### src/design/tcp_pkg.sv
// Purpose: Shared constants for the timer compare and pulse unit.
// Assumes: Byte-wide registers, one per aligned 32-bit Wishbone word.
// Notes: Offsets are byte addresses on the register bus.
package tcp_pkg;

  // Register byte offsets
  localparam logic [4:0] TCP_OFF_CTRL_ONE = 5'h00;
  localparam logic [4:0] TCP_OFF_CTRL_TWO = 5'h04;
  localparam logic [4:0] TCP_OFF_STATUS = 5'h08;
  localparam logic [4:0] TCP_OFF_CMP1_HI = 5'h0c;
  localparam logic [4:0] TCP_OFF_CMP1_LO = 5'h10;
  localparam logic [4:0] TCP_OFF_CMP2_HI = 5'h14;
  localparam logic [4:0] TCP_OFF_CMP2_LO = 5'h18;

  // First control register fields
  localparam int TCP_C1_CAP_IE = 7;
  localparam int TCP_C1_CMP_IE = 6;
  localparam int TCP_C1_OVF_IE = 5;
  localparam int TCP_C1_FORCE_TWO = 4;
  localparam int TCP_C1_FORCE_ONE = 3;
  localparam int TCP_C1_LVL_SECOND = 2;
  localparam int TCP_C1_CAP_EDGE_ONE = 1;
  localparam int TCP_C1_LVL_FIRST = 0;

  // Second control register fields
  localparam int TCP_C2_PIN_EN_ONE = 7;
  localparam int TCP_C2_PIN_EN_TWO = 6;
  localparam int TCP_C2_ONE_PULSE = 5;
  localparam int TCP_C2_PWM = 4;
  localparam int TCP_C2_CLK_SEL_HI = 3;
  localparam int TCP_C2_CLK_SEL_LO = 2;
  localparam int TCP_C2_CAP_EDGE_TWO = 1;
  localparam int TCP_C2_EXT_EDGE = 0;

  // Status register fields
  localparam int TCP_SR_CAP_ONE = 7;
  localparam int TCP_SR_CMP_ONE = 6;
  localparam int TCP_SR_OVF = 5;
  localparam int TCP_SR_CAP_TWO = 4;
  localparam int TCP_SR_CMP_TWO = 3;

  // Reset values
  localparam logic [15:0] TCP_CMP_RESET = 16'h8000;
  localparam logic [7:0] TCP_CTRL_RESET = 8'h00;

  // Clock select encodings
  localparam logic [1:0] TCP_CLK_DIV4 = 2'h0;
  localparam logic [1:0] TCP_CLK_DIV2 = 2'h1;
  localparam logic [1:0] TCP_CLK_DIV8 = 2'h2;
  localparam logic [1:0] TCP_CLK_EXT = 2'h3;

  // Prescaler terminal counts, in CPU cycles minus one
  localparam logic [2:0] TCP_DIV2_LAST = 3'h1;
  localparam logic [2:0] TCP_DIV4_LAST = 3'h3;
  localparam logic [2:0] TCP_DIV8_LAST = 3'h7;

endpackage : tcp_pkg

### src/design/tcp_tick_gen.sv
// Purpose: Timer clock enable from the CPU clock prescaler or external pin.
// Assumes: External clock is at most a quarter of the CPU clock.
// Notes: Emits a one-cycle tick per timer clock period.
`timescale 1ns/10ps
module tcp_tick_gen
  import tcp_pkg::*;
(
  input wire logic clk,             // CPU clock
  input wire logic rst_n,           // Synchronous reset, active low
  input wire logic [1:0] clk_sel,   // Timer clock select
  input wire logic ext_edge_rise,   // External clock active edge is rising
  input wire logic ext_clk,         // External clock pin, asynchronous
  output logic tick                 // Timer clock enable pulse
);

  logic [2:0] pre_cnt;
  logic [2:0] next_pre_cnt;
  logic ext_meta;
  logic ext_sync;
  logic ext_prev;
  logic [2:0] last;
  logic pre_tick;
  logic ext_tick;

  always_comb begin
    case (clk_sel)
      TCP_CLK_DIV2: last = TCP_DIV2_LAST;
      TCP_CLK_DIV8: last = TCP_DIV8_LAST;
      default: last = TCP_DIV4_LAST;
    endcase
    pre_tick = (pre_cnt >= last);
    next_pre_cnt = pre_tick ? 3'h0 : pre_cnt + 3'h1;
    ext_tick = ext_edge_rise ? (ext_sync & ~ext_prev)
                             : (~ext_sync & ext_prev);
    tick = (clk_sel == TCP_CLK_EXT) ? ext_tick : pre_tick;
  end

  always_ff @(posedge clk) begin
    if (!rst_n) begin
      pre_cnt <= 3'h0;
      ext_meta <= 1'b0;
      ext_sync <= 1'b0;
      ext_prev <= 1'b0;
    end else begin
      pre_cnt <= next_pre_cnt;
      ext_meta <= ext_clk;
      ext_sync <= ext_meta;
      ext_prev <= ext_sync;
    end
  end

endmodule : tcp_tick_gen

### src/design/tcp_compare_unit.sv
// Purpose: Output compare, forced output, one-pulse and PWM for a timer.
// Assumes: Counter, capture and overflow logic live outside this block.
// Notes: Wishbone classic slave, byte registers in bits 7:0 of each word.
`timescale 1ns/10ps
// Behaviour
// - Both compare values are checked against the counter each timer tick.
// - Compare values are software read/write only, reset to 8000h.
// - A match sets its flag and drives its level when the pin is enabled.
// - Compare pin latches reset low and stay low until a match, a force or a one-pulse trigger raises them.
// - Compare interrupt needs its enable set and the CPU mask clear.
// - Flag clears after status read with flag set, then low byte access.
// - High byte write suspends that channel until its low byte is written.
// - Pin not enabled: no level driven, but interrupt still possible.
// - Divide-by-2 clock: update while counter equals the compare value.
// - Divide by 4, 8 or external: update while counter equals value plus one.
// - Control one: capture, compare, overflow enables at bits 7..5, reset 0.
// - Force bits 4 and 3 copy each channel's level bit to its pin.
// - Forcing sets no flag, no interrupt; pin follows the level bit.
// - One-pulse: capture edge preloads counter, pin one takes second level.
// - One-pulse: flag one never set; flag two and capture flag still work.
// - PWM and one-pulse both set means PWM only.
// - PWM: match one gives first level, match two second level plus preload.
// - PWM: capture flag one sets on match two; capture channel one unused.
// - PWM: neither compare flag is set, so no compare interrupt.
// - Interrupt whenever an enabled compare, capture or overflow flag is set and the CPU mask is clear.
// - Clock select 00 div4, 01 div2, 10 div8, 11 external clock.
// - Status shows compare flag one at bit 6 and two at bit 3.
// - Level second at bit 2, first at bit 0; second feeds pin one in modes.
// - Control two: pin enables at 7 and 6, one-pulse 5, PWM 4.
module tcp_compare_unit
  import tcp_pkg::*;
(
  input wire logic clk,               // CPU clock, 100 MHz
  input wire logic rst_n,             // Synchronous reset, active low
  input wire logic wb_cyc_i,          // Wishbone cycle
  input wire logic wb_stb_i,          // Wishbone strobe
  input wire logic wb_we_i,           // Wishbone write enable
  input wire logic [4:0] wb_adr_i,    // Wishbone byte address
  input wire logic [3:0] wb_sel_i,    // Wishbone byte selects
  input wire logic [31:0] wb_dat_i,   // Wishbone write data
  output logic [31:0] wb_dat_o,       // Wishbone read data
  output logic wb_ack_o,              // Wishbone acknowledge
  input wire logic [15:0] counter_value, // Free-running counter
  input wire logic capture_input_one, // Capture pin one, asynchronous
  input wire logic ext_clk,           // External timer clock pin
  input wire logic capture_flag_one,  // Capture flag one from capture logic
  input wire logic capture_flag_two,  // Capture flag two from capture logic
  input wire logic overflow_flag,     // Overflow flag from counter logic
  input wire logic cpu_int_mask,      // CPU global interrupt mask bit
  output logic timer_tick,            // Timer clock enable pulse
  output logic [1:0] clock_select,    // Timer clock select to counter
  output logic counter_preload,       // Pulse: load counter with FFFCh
  output logic capture_one_set,       // Pulse: set capture flag one
  output logic overflow_irq_enable,   // Overflow enable to counter logic
  output logic capture_edge_one,      // Capture one edge select
  output logic capture_edge_two,      // Capture two edge select
  output logic compare_output_pin_one, // Compare pin one level
  output logic compare_pin_one_oe_n,  // Pin one driven when low
  output logic compare_output_pin_two, // Compare pin two level
  output logic compare_pin_two_oe_n,  // Pin two driven when low
  output logic timer_irq              // Timer interrupt request, level
);

  function automatic logic cmp_hit(input logic [15:0] cnt,
                                   input logic [15:0] cmp,
                                   input logic plus_one);
    logic [15:0] target;
    target = plus_one ? 16'(cmp + 16'h0001) : cmp;
    cmp_hit = (cnt == target);
  endfunction : cmp_hit

  // Register state
  logic [7:0] timer_control_one;
  logic [7:0] timer_control_two;
  logic [15:0] compare_value_one;
  logic [15:0] compare_value_two;
  logic compare_flag_one;
  logic compare_flag_two;
  logic [1:0] inhibit;
  logic [1:0] clr_armed;
  logic pin_one;
  logic pin_two;
  logic cap_meta;
  logic cap_sync;
  logic cap_prev;
  logic cap_pend;
  logic [31:0] rd_data;
  logic ack;
  logic irq;

  logic [7:0] next_control_one;
  logic [7:0] next_control_two;
  logic [15:0] next_cmp_one;
  logic [15:0] next_cmp_two;
  logic next_flag_one;
  logic next_flag_two;
  logic [1:0] next_inhibit;
  logic [1:0] next_clr_armed;
  logic next_pin_one;
  logic next_pin_two;
  logic next_cap_pend;
  logic [31:0] next_rd_data;
  logic next_ack;
  logic next_irq;

  // Bus decode
  logic req;
  logic take;
  logic wr_lane;
  logic rd_status;
  logic acc_lo_one;
  logic acc_lo_two;
  logic [7:0] status;
  logic [7:0] wbyte;

  // Mode and match terms
  logic pin_en_one;
  logic pin_en_two;
  logic pwm_mode;
  logic pulse_mode;
  logic plus_one;
  logic match_one;
  logic match_two;
  logic cap_edge;
  logic cap_fire;
  logic lvl_first;
  logic lvl_second;
  logic force_one;
  logic force_two;

  tcp_tick_gen u_tick (
    .clk(clk),
    .rst_n(rst_n),
    .clk_sel(clock_select),
    .ext_edge_rise(timer_control_two[TCP_C2_EXT_EDGE]),
    .ext_clk(ext_clk),
    .tick(timer_tick)
  );

  always_comb begin
    clock_select = timer_control_two[TCP_C2_CLK_SEL_HI:TCP_C2_CLK_SEL_LO];
    pin_en_one = timer_control_two[TCP_C2_PIN_EN_ONE];
    pin_en_two = timer_control_two[TCP_C2_PIN_EN_TWO];
    pwm_mode = timer_control_two[TCP_C2_PWM];
    pulse_mode = timer_control_two[TCP_C2_ONE_PULSE] & ~pwm_mode;
    lvl_first = timer_control_one[TCP_C1_LVL_FIRST];
    lvl_second = timer_control_one[TCP_C1_LVL_SECOND];
    force_one = timer_control_one[TCP_C1_FORCE_ONE];
    force_two = timer_control_one[TCP_C1_FORCE_TWO];
    // Only the divide-by-2 clock sees the match on the exact count
    plus_one = (clock_select != TCP_CLK_DIV2);
    // A pending high byte write blocks the channel until the low byte
    match_one = timer_tick & ~inhibit[0]
              & cmp_hit(counter_value, compare_value_one, plus_one);
    match_two = timer_tick & ~inhibit[1]
              & cmp_hit(counter_value, compare_value_two, plus_one);
    cap_edge = timer_control_one[TCP_C1_CAP_EDGE_ONE]
             ? (cap_sync & ~cap_prev) : (~cap_sync & cap_prev);
    // Edges between ticks wait so the preload lines up with a count
    next_cap_pend = pulse_mode & ~timer_tick & (cap_edge | cap_pend);
    cap_fire = pulse_mode & timer_tick & (cap_edge | cap_pend);
    counter_preload = (pwm_mode & match_two)
                    | cap_fire;
    capture_one_set = pwm_mode & match_two;
    overflow_irq_enable = timer_control_one[TCP_C1_OVF_IE];
    capture_edge_one = timer_control_one[TCP_C1_CAP_EDGE_ONE];
    capture_edge_two = timer_control_two[TCP_C2_CAP_EDGE_TWO];
  end

  always_comb begin
    req = wb_cyc_i & wb_stb_i;
    // Effects land on the edge where the master sees ack high
    take = req & ack;
    wr_lane = take & wb_we_i & wb_sel_i[0];
    wbyte = wb_dat_i[7:0];
    rd_status = take & ~wb_we_i & (wb_adr_i == TCP_OFF_STATUS);
    acc_lo_one = take & (wb_adr_i == TCP_OFF_CMP1_LO);
    acc_lo_two = take & (wb_adr_i == TCP_OFF_CMP2_LO);
    status = 8'h00;
    status[TCP_SR_CAP_ONE] = capture_flag_one;
    status[TCP_SR_CMP_ONE] = compare_flag_one;
    status[TCP_SR_OVF] = overflow_flag;
    status[TCP_SR_CAP_TWO] = capture_flag_two;
    status[TCP_SR_CMP_TWO] = compare_flag_two;
  end

  // Register file
  always_comb begin
    next_control_one = timer_control_one;
    next_control_two = timer_control_two;
    next_cmp_one = compare_value_one;
    next_cmp_two = compare_value_two;
    next_inhibit = inhibit;
    next_ack = req & ~ack;
    next_rd_data = 32'h0000_0000;
    if (req & ~ack & ~wb_we_i) begin
      // Reads have no side effect beyond the flag clearing sequence
      case (wb_adr_i)
        TCP_OFF_CTRL_ONE: next_rd_data[7:0] = timer_control_one;
        TCP_OFF_CTRL_TWO: next_rd_data[7:0] = timer_control_two;
        TCP_OFF_STATUS: next_rd_data[7:0] = status;
        TCP_OFF_CMP1_HI: next_rd_data[7:0] = compare_value_one[15:8];
        TCP_OFF_CMP1_LO: next_rd_data[7:0] = compare_value_one[7:0];
        TCP_OFF_CMP2_HI: next_rd_data[7:0] = compare_value_two[15:8];
        TCP_OFF_CMP2_LO: next_rd_data[7:0] = compare_value_two[7:0];
        default: next_rd_data = 32'h0000_0000;
      endcase
    end
    if (wr_lane) begin
      case (wb_adr_i)
        TCP_OFF_CTRL_ONE: next_control_one = wbyte;
        TCP_OFF_CTRL_TWO: next_control_two = wbyte;
        TCP_OFF_CMP1_HI: begin
          next_cmp_one[15:8] = wbyte;
          next_inhibit[0] = 1'b1;
        end
        TCP_OFF_CMP1_LO: begin
          next_cmp_one[7:0] = wbyte;
          next_inhibit[0] = 1'b0;
        end
        TCP_OFF_CMP2_HI: begin
          next_cmp_two[15:8] = wbyte;
          next_inhibit[1] = 1'b1;
        end
        TCP_OFF_CMP2_LO: begin
          next_cmp_two[7:0] = wbyte;
          next_inhibit[1] = 1'b0;
        end
        default: next_inhibit = inhibit;
      endcase
    end
  end

  // Compare flags and their two-step clear
  always_comb begin
    next_clr_armed = clr_armed;
    next_flag_one = compare_flag_one;
    next_flag_two = compare_flag_two;
    if (rd_status) begin
      next_clr_armed[0] = compare_flag_one;
      next_clr_armed[1] = compare_flag_two;
    end
    if (acc_lo_one) begin
      next_clr_armed[0] = 1'b0;
      if (clr_armed[0]) begin
        next_flag_one = 1'b0;
      end
    end
    if (acc_lo_two) begin
      next_clr_armed[1] = 1'b0;
      if (clr_armed[1]) begin
        next_flag_two = 1'b0;
      end
    end
    // Set wins over a clear in the same cycle; forcing never sets a flag
    if (match_one & ~pwm_mode & ~pulse_mode) begin
      next_flag_one = 1'b1;
    end
    if (match_two & ~pwm_mode) begin
      next_flag_two = 1'b1;
    end
  end

  // Compare pin latches
  always_comb begin
    next_pin_one = pin_one;
    next_pin_two = pin_two;
    if (pwm_mode) begin
      if (match_one) begin
        next_pin_one = lvl_first;
      end
      // Period end wins if both matches land on one tick
      if (match_two) begin
        next_pin_one = lvl_second;
      end
    end else if (pulse_mode) begin
      if (match_one) begin
        next_pin_one = lvl_first;
      end
      if (cap_fire) begin
        next_pin_one = lvl_second;
      end
    end else if (match_one & pin_en_one) begin
      next_pin_one = lvl_first;
    end
    if (match_two & pin_en_two) begin
      next_pin_two = lvl_second;
    end
    // Forced output tracks the level bit every cycle
    if (force_one) begin
      next_pin_one = lvl_first;
    end
    if (force_two) begin
      next_pin_two = lvl_second;
    end
  end

  // Interrupt request, registered so the output never glitches
  always_comb begin
    next_irq = ~cpu_int_mask & (
        (timer_control_one[TCP_C1_CMP_IE]
          & (compare_flag_one | compare_flag_two))
      | (timer_control_one[TCP_C1_CAP_IE]
          & (capture_flag_one | capture_flag_two))
      | (timer_control_one[TCP_C1_OVF_IE] & overflow_flag));
  end

  always_ff @(posedge clk) begin
    if (!rst_n) begin
      timer_control_one <= TCP_CTRL_RESET;
      timer_control_two <= TCP_CTRL_RESET;
      compare_value_one <= TCP_CMP_RESET;
      compare_value_two <= TCP_CMP_RESET;
      compare_flag_one <= 1'b0;
      compare_flag_two <= 1'b0;
      inhibit <= 2'h0;
      clr_armed <= 2'h0;
      pin_one <= 1'b0;
      pin_two <= 1'b0;
      cap_meta <= 1'b0;
      cap_sync <= 1'b0;
      cap_prev <= 1'b0;
      cap_pend <= 1'b0;
      rd_data <= 32'h0000_0000;
      ack <= 1'b0;
      irq <= 1'b0;
    end else begin
      timer_control_one <= next_control_one;
      timer_control_two <= next_control_two;
      compare_value_one <= next_cmp_one;
      compare_value_two <= next_cmp_two;
      compare_flag_one <= next_flag_one;
      compare_flag_two <= next_flag_two;
      inhibit <= next_inhibit;
      clr_armed <= next_clr_armed;
      pin_one <= next_pin_one;
      pin_two <= next_pin_two;
      cap_meta <= capture_input_one;
      cap_sync <= cap_meta;
      cap_prev <= cap_sync;
      cap_pend <= next_cap_pend;
      rd_data <= next_rd_data;
      ack <= next_ack;
      irq <= next_irq;
    end
  end

  always_comb begin
    wb_dat_o = rd_data;
    wb_ack_o = ack;
    timer_irq = irq;
    compare_output_pin_one = pin_one;
    compare_output_pin_two = pin_two;
    // Without pin enable the pin stays general I/O and is not driven
    compare_pin_one_oe_n = ~pin_en_one;
    compare_pin_two_oe_n = ~pin_en_two;
  end

endmodule : tcp_compare_unit

### config.mk
export PLATFORM = sky130hd
export DESIGN_NAME = tcp_compare_unit
export DESIGN_NICKNAME = d
export VERILOG_FILES = /design/src/design/tcp_pkg.sv /design/src/design/tcp_tick_gen.sv /design/src/design/tcp_compare_unit.sv
export SDC_FILE = /design/constraint.sdc
export NUM_CORES = 1
export LEC_CHECK = 0
export ABC_CLOCK_PERIOD_IN_PS = 2760
export BUFFER_PORTS_ARGS = -buffer_cell sky130_fd_sc_hd__buf_4
export CAP_MARGIN = 20
export CORE_ASPECT_RATIO = 1.5
export CORE_MARGIN = 4
export CORE_UTILIZATION = 35
export DETAILED_ROUTE_END_ITERATION = 7
export GPL_ROUTABILITY_DRIVEN = 1
export PLACE_DENSITY_LB_ADDON = 0.1
export SLEW_MARGIN = 0
export SYNTH_ARGS = -nofsm -noshare
export SYNTH_HDL_FRONTEND = slang
export SYNTH_HIERARCHICAL = 1
export SYNTH_SLANG_ARGS = --single-unit
### constraint.sdc
create_clock -name clk -period 2.76 [get_ports clk]
set_input_delay 0.552 -clock clk [delete_from_list [all_inputs] [get_ports clk]]
set_output_delay 0.552 -clock clk [all_outputs]
set_load 0.02 [all_outputs]
== After elaboration in Yosys (flattened, before gate mapping) ==
Cells that the tools add are included.
Storage, ports and cells
  bits in registers: 100
  input port bits: 68
  output and inout bits: 46
Operators by class
  add/sub/neg operators: 3
  order comparisons: 1
  equality and inequality tests: 12
  muxes and demuxes: 24
  bitwise logic cells: 54
  reductions and logical operators: 23
Operators with widths (number)
  $pmux 8 s7: 1
  $and 1x1->1: 33
  $add 16x1->16 const B: 2
  $eq 16x16->1: 2
  $mux 16: 2
  $reduce_and 2->1: 11
  $mux 1: 18
  $eq 5x5->1 const B: 3
  $not 1->1: 15
  $reduce_bool 2->1: 7
  $eq 5x4->1 const B: 2
  $or 1x1->1: 6
  $pmux 3 s2: 1
  $reduce_or 2->1: 3
  $eq 5x3->1 const B: 1
  $logic_not 5->1: 1
  $eq 2x2->1 const B: 2
  $pmux 1 s2: 2
  $reduce_bool 4->1: 1
  $add 3x1->3 const B: 1
  $ge 3x3->1: 1
  $eq 2x1->1 const B: 1
  $ne 2x1->1 const B: 1

== Depth between registers and ports, before layout ==
  word-level depth: 11
  depth in mapped cells: 11
  depth with buffers taken out: 11

== Cells and area by module ==
Netlist, hierarchy kept.
Modules (own cells, without submodules)
  tcp_compare_unit: instances 1, cells each 502, area an instance 4240.3 µm², sequential area each 1401.3 µm²
  tcp_tick_gen: instances 1, cells each 27, area an instance 266.5 µm², sequential area each 120.1 µm²

== Least setup slack after synthesis ==
Ideal clock, no wire load.
  path kind: reg2out
  start: register timer_control_two[3]
  end: output port counter_preload
  arrival time: 3.268 ns
  data required time: 2.208 ns
  setup slack: -1.060 ns
  cell stages (with the launch flop): 11
  path buffers: 0
  path through: dfxtp_1 -> nand2b_1 -> ha_1 -> nand3_1 -> a31oi_1 -> nor2b_1 -> o21ai_0 -> nor4_1 -> o211ai_1 -> nor4_1 -> or2_1
On the way
  word-level cells in the longest chain between the ends: 8
  elaborated cells on any way between the ends: 15
Ends and longest elaborated chain
  start, declared: line tcp_compare_unit.sv:74  | logic [7:0] timer_control_two;
  start signal, assigned: line tcp_compare_unit.sv:329  | timer_control_two <= next_control_two;
  $eq 2x2->1 or $eq 2x1->1 (tied branches): line tcp_tick_gen.sv:26  | case (clk_sel)
  $pmux 3 s2: line tcp_tick_gen.sv:26
  $ge 3x3->1: line tcp_tick_gen.sv:31  | pre_tick = (pre_cnt >= last);
  $mux 1 (*): line tcp_tick_gen.sv:35  | tick = (clk_sel == TCP_CLK_EXT) ? ext_tick : pre_tick;
  named net timer_tick: line tcp_compare_unit.sv:50  | output logic timer_tick,
  $and 1x1->1 (*): line tcp_compare_unit.sv:155  | match_two = timer_tick & ~inhibit[1]
  $and 1x1->1 (*): line tcp_compare_unit.sv:156  | & cmp_hit(counter_value, compare_value_two, plus_one);
  $and 1x1->1 (*)
  named net capture_one_set: line tcp_compare_unit.sv:53  | output logic capture_one_set,
  $or 1x1->1 (*): line tcp_compare_unit.sv:163  | | cap_fire;
  end, declared: line tcp_compare_unit.sv:52  | output logic counter_preload,
The timed path passes the listed nets; every way through them passes the cells marked *.

== Final worst setup path ==
  start: register timer_control_two[3]
  end: output port counter_preload
On the way
  word-level cells in the longest chain between the ends: 8
  elaborated cells on any way between the ends: 15
Ends and longest elaborated chain
  $eq 2x2->1 or $eq 2x1->1 (tied branches): line tcp_tick_gen.sv:26
  $pmux 3 s2: line tcp_tick_gen.sv:26
  $ge 3x3->1: line tcp_tick_gen.sv:31
  $mux 1: line tcp_tick_gen.sv:35
  $and 1x1->1: line tcp_compare_unit.sv:155
  $and 1x1->1: line tcp_compare_unit.sv:156
  $and 1x1->1: line tcp_compare_unit.sv:162  | counter_preload = (pwm_mode & match_two)
  $or 1x1->1 (*): line tcp_compare_unit.sv:163
Every way passes the cells marked *; elsewhere a longest branch is shown, timed or not.

==> results.md <==
- Post-CTS Hold Fix Bufs: 0
- Pwr Total: 2.82 mW
- Dpl ws: -0.377 ns
- Vias/cell: 5.54
- Initial antenna violation count: 0
- DR DRC count: 0
- Placer Congestion: 0.895
- Number of placement rows: 50
- Endpoints failing hold: 0
- WL met2: ~8000 µm
- Register area share after synthesis: 33.8%
- Post-Synthesis Cells: 529
- First-pass GRT wire length: 23900 µm
- Crit. End Element: primary output
- Top cell by count, worst path: buf_6
- Largest net degree at the start of global routing: 54
- Failing checks: setup timing
- Synth unique cells: 65
- Area growth syn-to-layout: 38.0%
- Final worst slack: -0.618 ns
- Critical Path Source Type: flip-flop
- Leak: 2.48 nW
- Final setup skew: 0.00868 ns
- Relative slew slack: between 60% and 70%
- Die area: around 15000 µm²
- RSZ-0062 raised after global routing: true
- CP Cell Sequence: buf_6 > nand2b_2 > nand4_1 > or3_1 > a211oi_2 > o211ai_1 > nor4_4 > or2_4 > buf_6
- CTS sink count: between 70 and 80
- # setup viols final: 3
- Max-slew violation count: 0
- Fmax: 296 MHz
- Setup_tns: -1.24 ns
- Max_cap viols: 0
- Post-synth top cells: dfxtp_1 (76), nor2_1 (68), mux2i_1 (51)
- Area contributors post-synth: dfxtp_1 (34%), mux2i_1 (11%), nor2_1 (5.7%), buf_4 (4.5%), xnor2_1 (3.5%)
- Worst-Skew Late Latency: 0.34 ns
- Core Area: 12600 µm²
- Overall Global Routing Usage: 20.9%
- Yosys top cell by area: dfxtp_1
- Synthesized flop and latch total: 76
- DRT Wirelength: 15700 µm
- Top_reg_cell synth: dfxtp_1
- Pwr dens: ~450 nW/µm²
- Metal-1 WL: 6270 µm
- DPL Wire Length: 12100 µm
- Via count: 4543
- Crit Path Max Fanout: 8
- Run status: finished, violations left
- Top sig layer: met4
- Grt total ovfl: 0
- Post-Synthesis Cell Area: 4510 µm²
- Vias in the first global route: 4493
- Final Cycle Share: 122%
- Critical setup path kind: flip-flop to primary output
- Count leader, synth: dfxtp_1
- Number of flops mapped to enable cells by yosys: 0
- TritonCTS clock tree: built
- Tightest Hold Check Type: primary input to flip-flop
- Die Height: 147 µm
- Worst Path Required: 2.21 ns
- CP max stage delay: around 0.44 ns
- Starting Density: 35.8%
- Fin util: 49.4%
- R2R setup slack: -0.09 ns
- PortBufs: 62
- Final antenna diode count: 0
- Ys async rst share: 0%
- Detailed Route Iter0 Violations: between 300 and 400
- CP top delay family: simple AND/OR/NAND/NOR gates
- Buf/Inv on CP: 2
- DRT Pass-1 Iters: 7
- Tmin final: 3.38 ns
- Worst IR drop on VDD: 0.454 mV
- Worst-Margin Slew: slightly below 0.6 ns
- Clock transition at path regs: 0.06 ns
- Met3 Wirelength: between 700 and 800 µm
- CP max-delay cell: or3_1
- Fraction of layout cells with a size suffix above 1: between 30% and 40%
- Post-route ant nets: 0
- Die W: 101 µm
- CTS max path bufs: 2
- Warnings from Yosys: 6
- Share of the synthesized area in the top cell type: 33.8%
- CTS Buf Count: 9
- Syn avg cell area: around 8.5 µm²
- WL per Instance: 19.1 µm
- # IOs: 114
- Clock Root Buffer: clkbuf_16
- NumNets Final: 732
- H-tree level count: 3
- CP arrival: between 2 and 3 ns
## timing repair
action / 4_1_cts / 5_1_grt
endpoints found under the hold margin: 0 / 0
gates resized for setup: 22 / 24
gates cloned: 0 / 0
pin swaps: 14 / 12
buffers inserted: 2 / 2
setup endpoints to repair: 6 / 6
## cells by family after synthesis
logic type,share of synthesized area (%)
xor gates and xnor gates,6.61
muxes,11.6
DFF,33.8
other,0.0832
and+or+nand+nor,24.2
buffers and inverters,7.91
AOI/OAI and AO/OA,14.5
adders and majority gates,1.39
## report_power, final
part	leakage [nW]	switching (mW)	total [mW]	internal, mW
Sequential	0.618	0.0113	1.12	1.11
Combinational	1.69	0.182	0.332	0.150
Clock	0.169	0.457	1.36	0.907
## worst register-to-register path: cells and delay by family (launching register included)
family	cells	cell delay, ns
and+or+nand+nor	3	0.84
AOI/OAI and AO/OA	5	1.03
DFF	1	0.38
buffers and inverters	3	0.48
## metrics by stage
step	cells	cell area (µm²)	hold WS, ns
2_1_floorplan	552	4650	0.412
3_3_place_gp	801	5630	0.413
3_5_place_dp	801	5630	0.420
4_1_cts	818	6090	0.358
5_1_grt	820	6220	0.357
6_report	820	6220	0.370
## worst paths after layout
path / cells past startpoint / from / to
worst max register to register: 11 / timer_control_two[3]$_SDFFE_PN0P_ / compare_output_pin_one$_SDFFE_PN0P_
worst max-delay path: 9 / timer_control_two[3]$_SDFFE_PN0P_ / counter_preload
worst min register to register: 1 / u_tick/ext_meta$_SDFF_PN0_ / u_tick/ext_sync$_SDFF_PN0_
worst min-delay path: 2 / cpu_int_mask / timer_irq$_SDFF_PN0_
## registers in the layout (all words and copies together), names as in the netlist
| signal | count |
|---|---|
| compare_value_two | 16 |
| cap_pend | 1 |
| u_tick/ext_meta | 1 |
| wb_ack_o | 1 |
| compare_flag_two | 1 |
| u_tick/ext_sync | 1 |
| compare_output_pin_two | 1 |
| timer_irq | 1 |
| inhibit | 2 |
| timer_control_two | 8 |
| wb_dat_o | 8 |
| u_tick/pre_cnt | 3 |
| timer_control_one | 8 |
| cap_prev | 1 |
| cap_sync | 1 |
| compare_flag_one | 1 |
| u_tick/ext_prev | 1 |
| clr_armed | 2 |
| cap_meta | 1 |
| compare_value_one | 16 |
| compare_output_pin_one | 1 |
## per-layer routing
layer / track usage (%) / vias to the layer above
li1: - / 2162
met1: 24.4 / 2193
met2: 36.7 / 149
met3: 3.33 / 39
met4: 9.64 / 0
met5: 0 / -
## layout make-up
| type | instances | area (µm²) |
|---|---|---|
| Clock inverter | 6 | 111 |
| Timing Repair Buffer | 148 | 1120 |
| Tap cell | 156 | 195 |
| Clock buffer | 10 | 239 |
| Inverter | 12 | 45.0 |
| Sequential cell | 76 | 1540 |
| Fill cell | 1244 | 6360 |
| Multi-Input combinational cell | 412 | 2970 |
## placed cells by master, fill, tap and decap left out, types with 13 or more instances in the layout
cell       n
a22oi_1   20
a31oi_1   13
buf_4    145
conb_1    24
dfxtp_1   68
mux2i_1   51
nand2_1   19
nand3_1   13
nand4_1   14
nor2_1    68
nor3_1    15
xnor2_1   18
xor2_1    16
(Power assumes the default switching activity.)
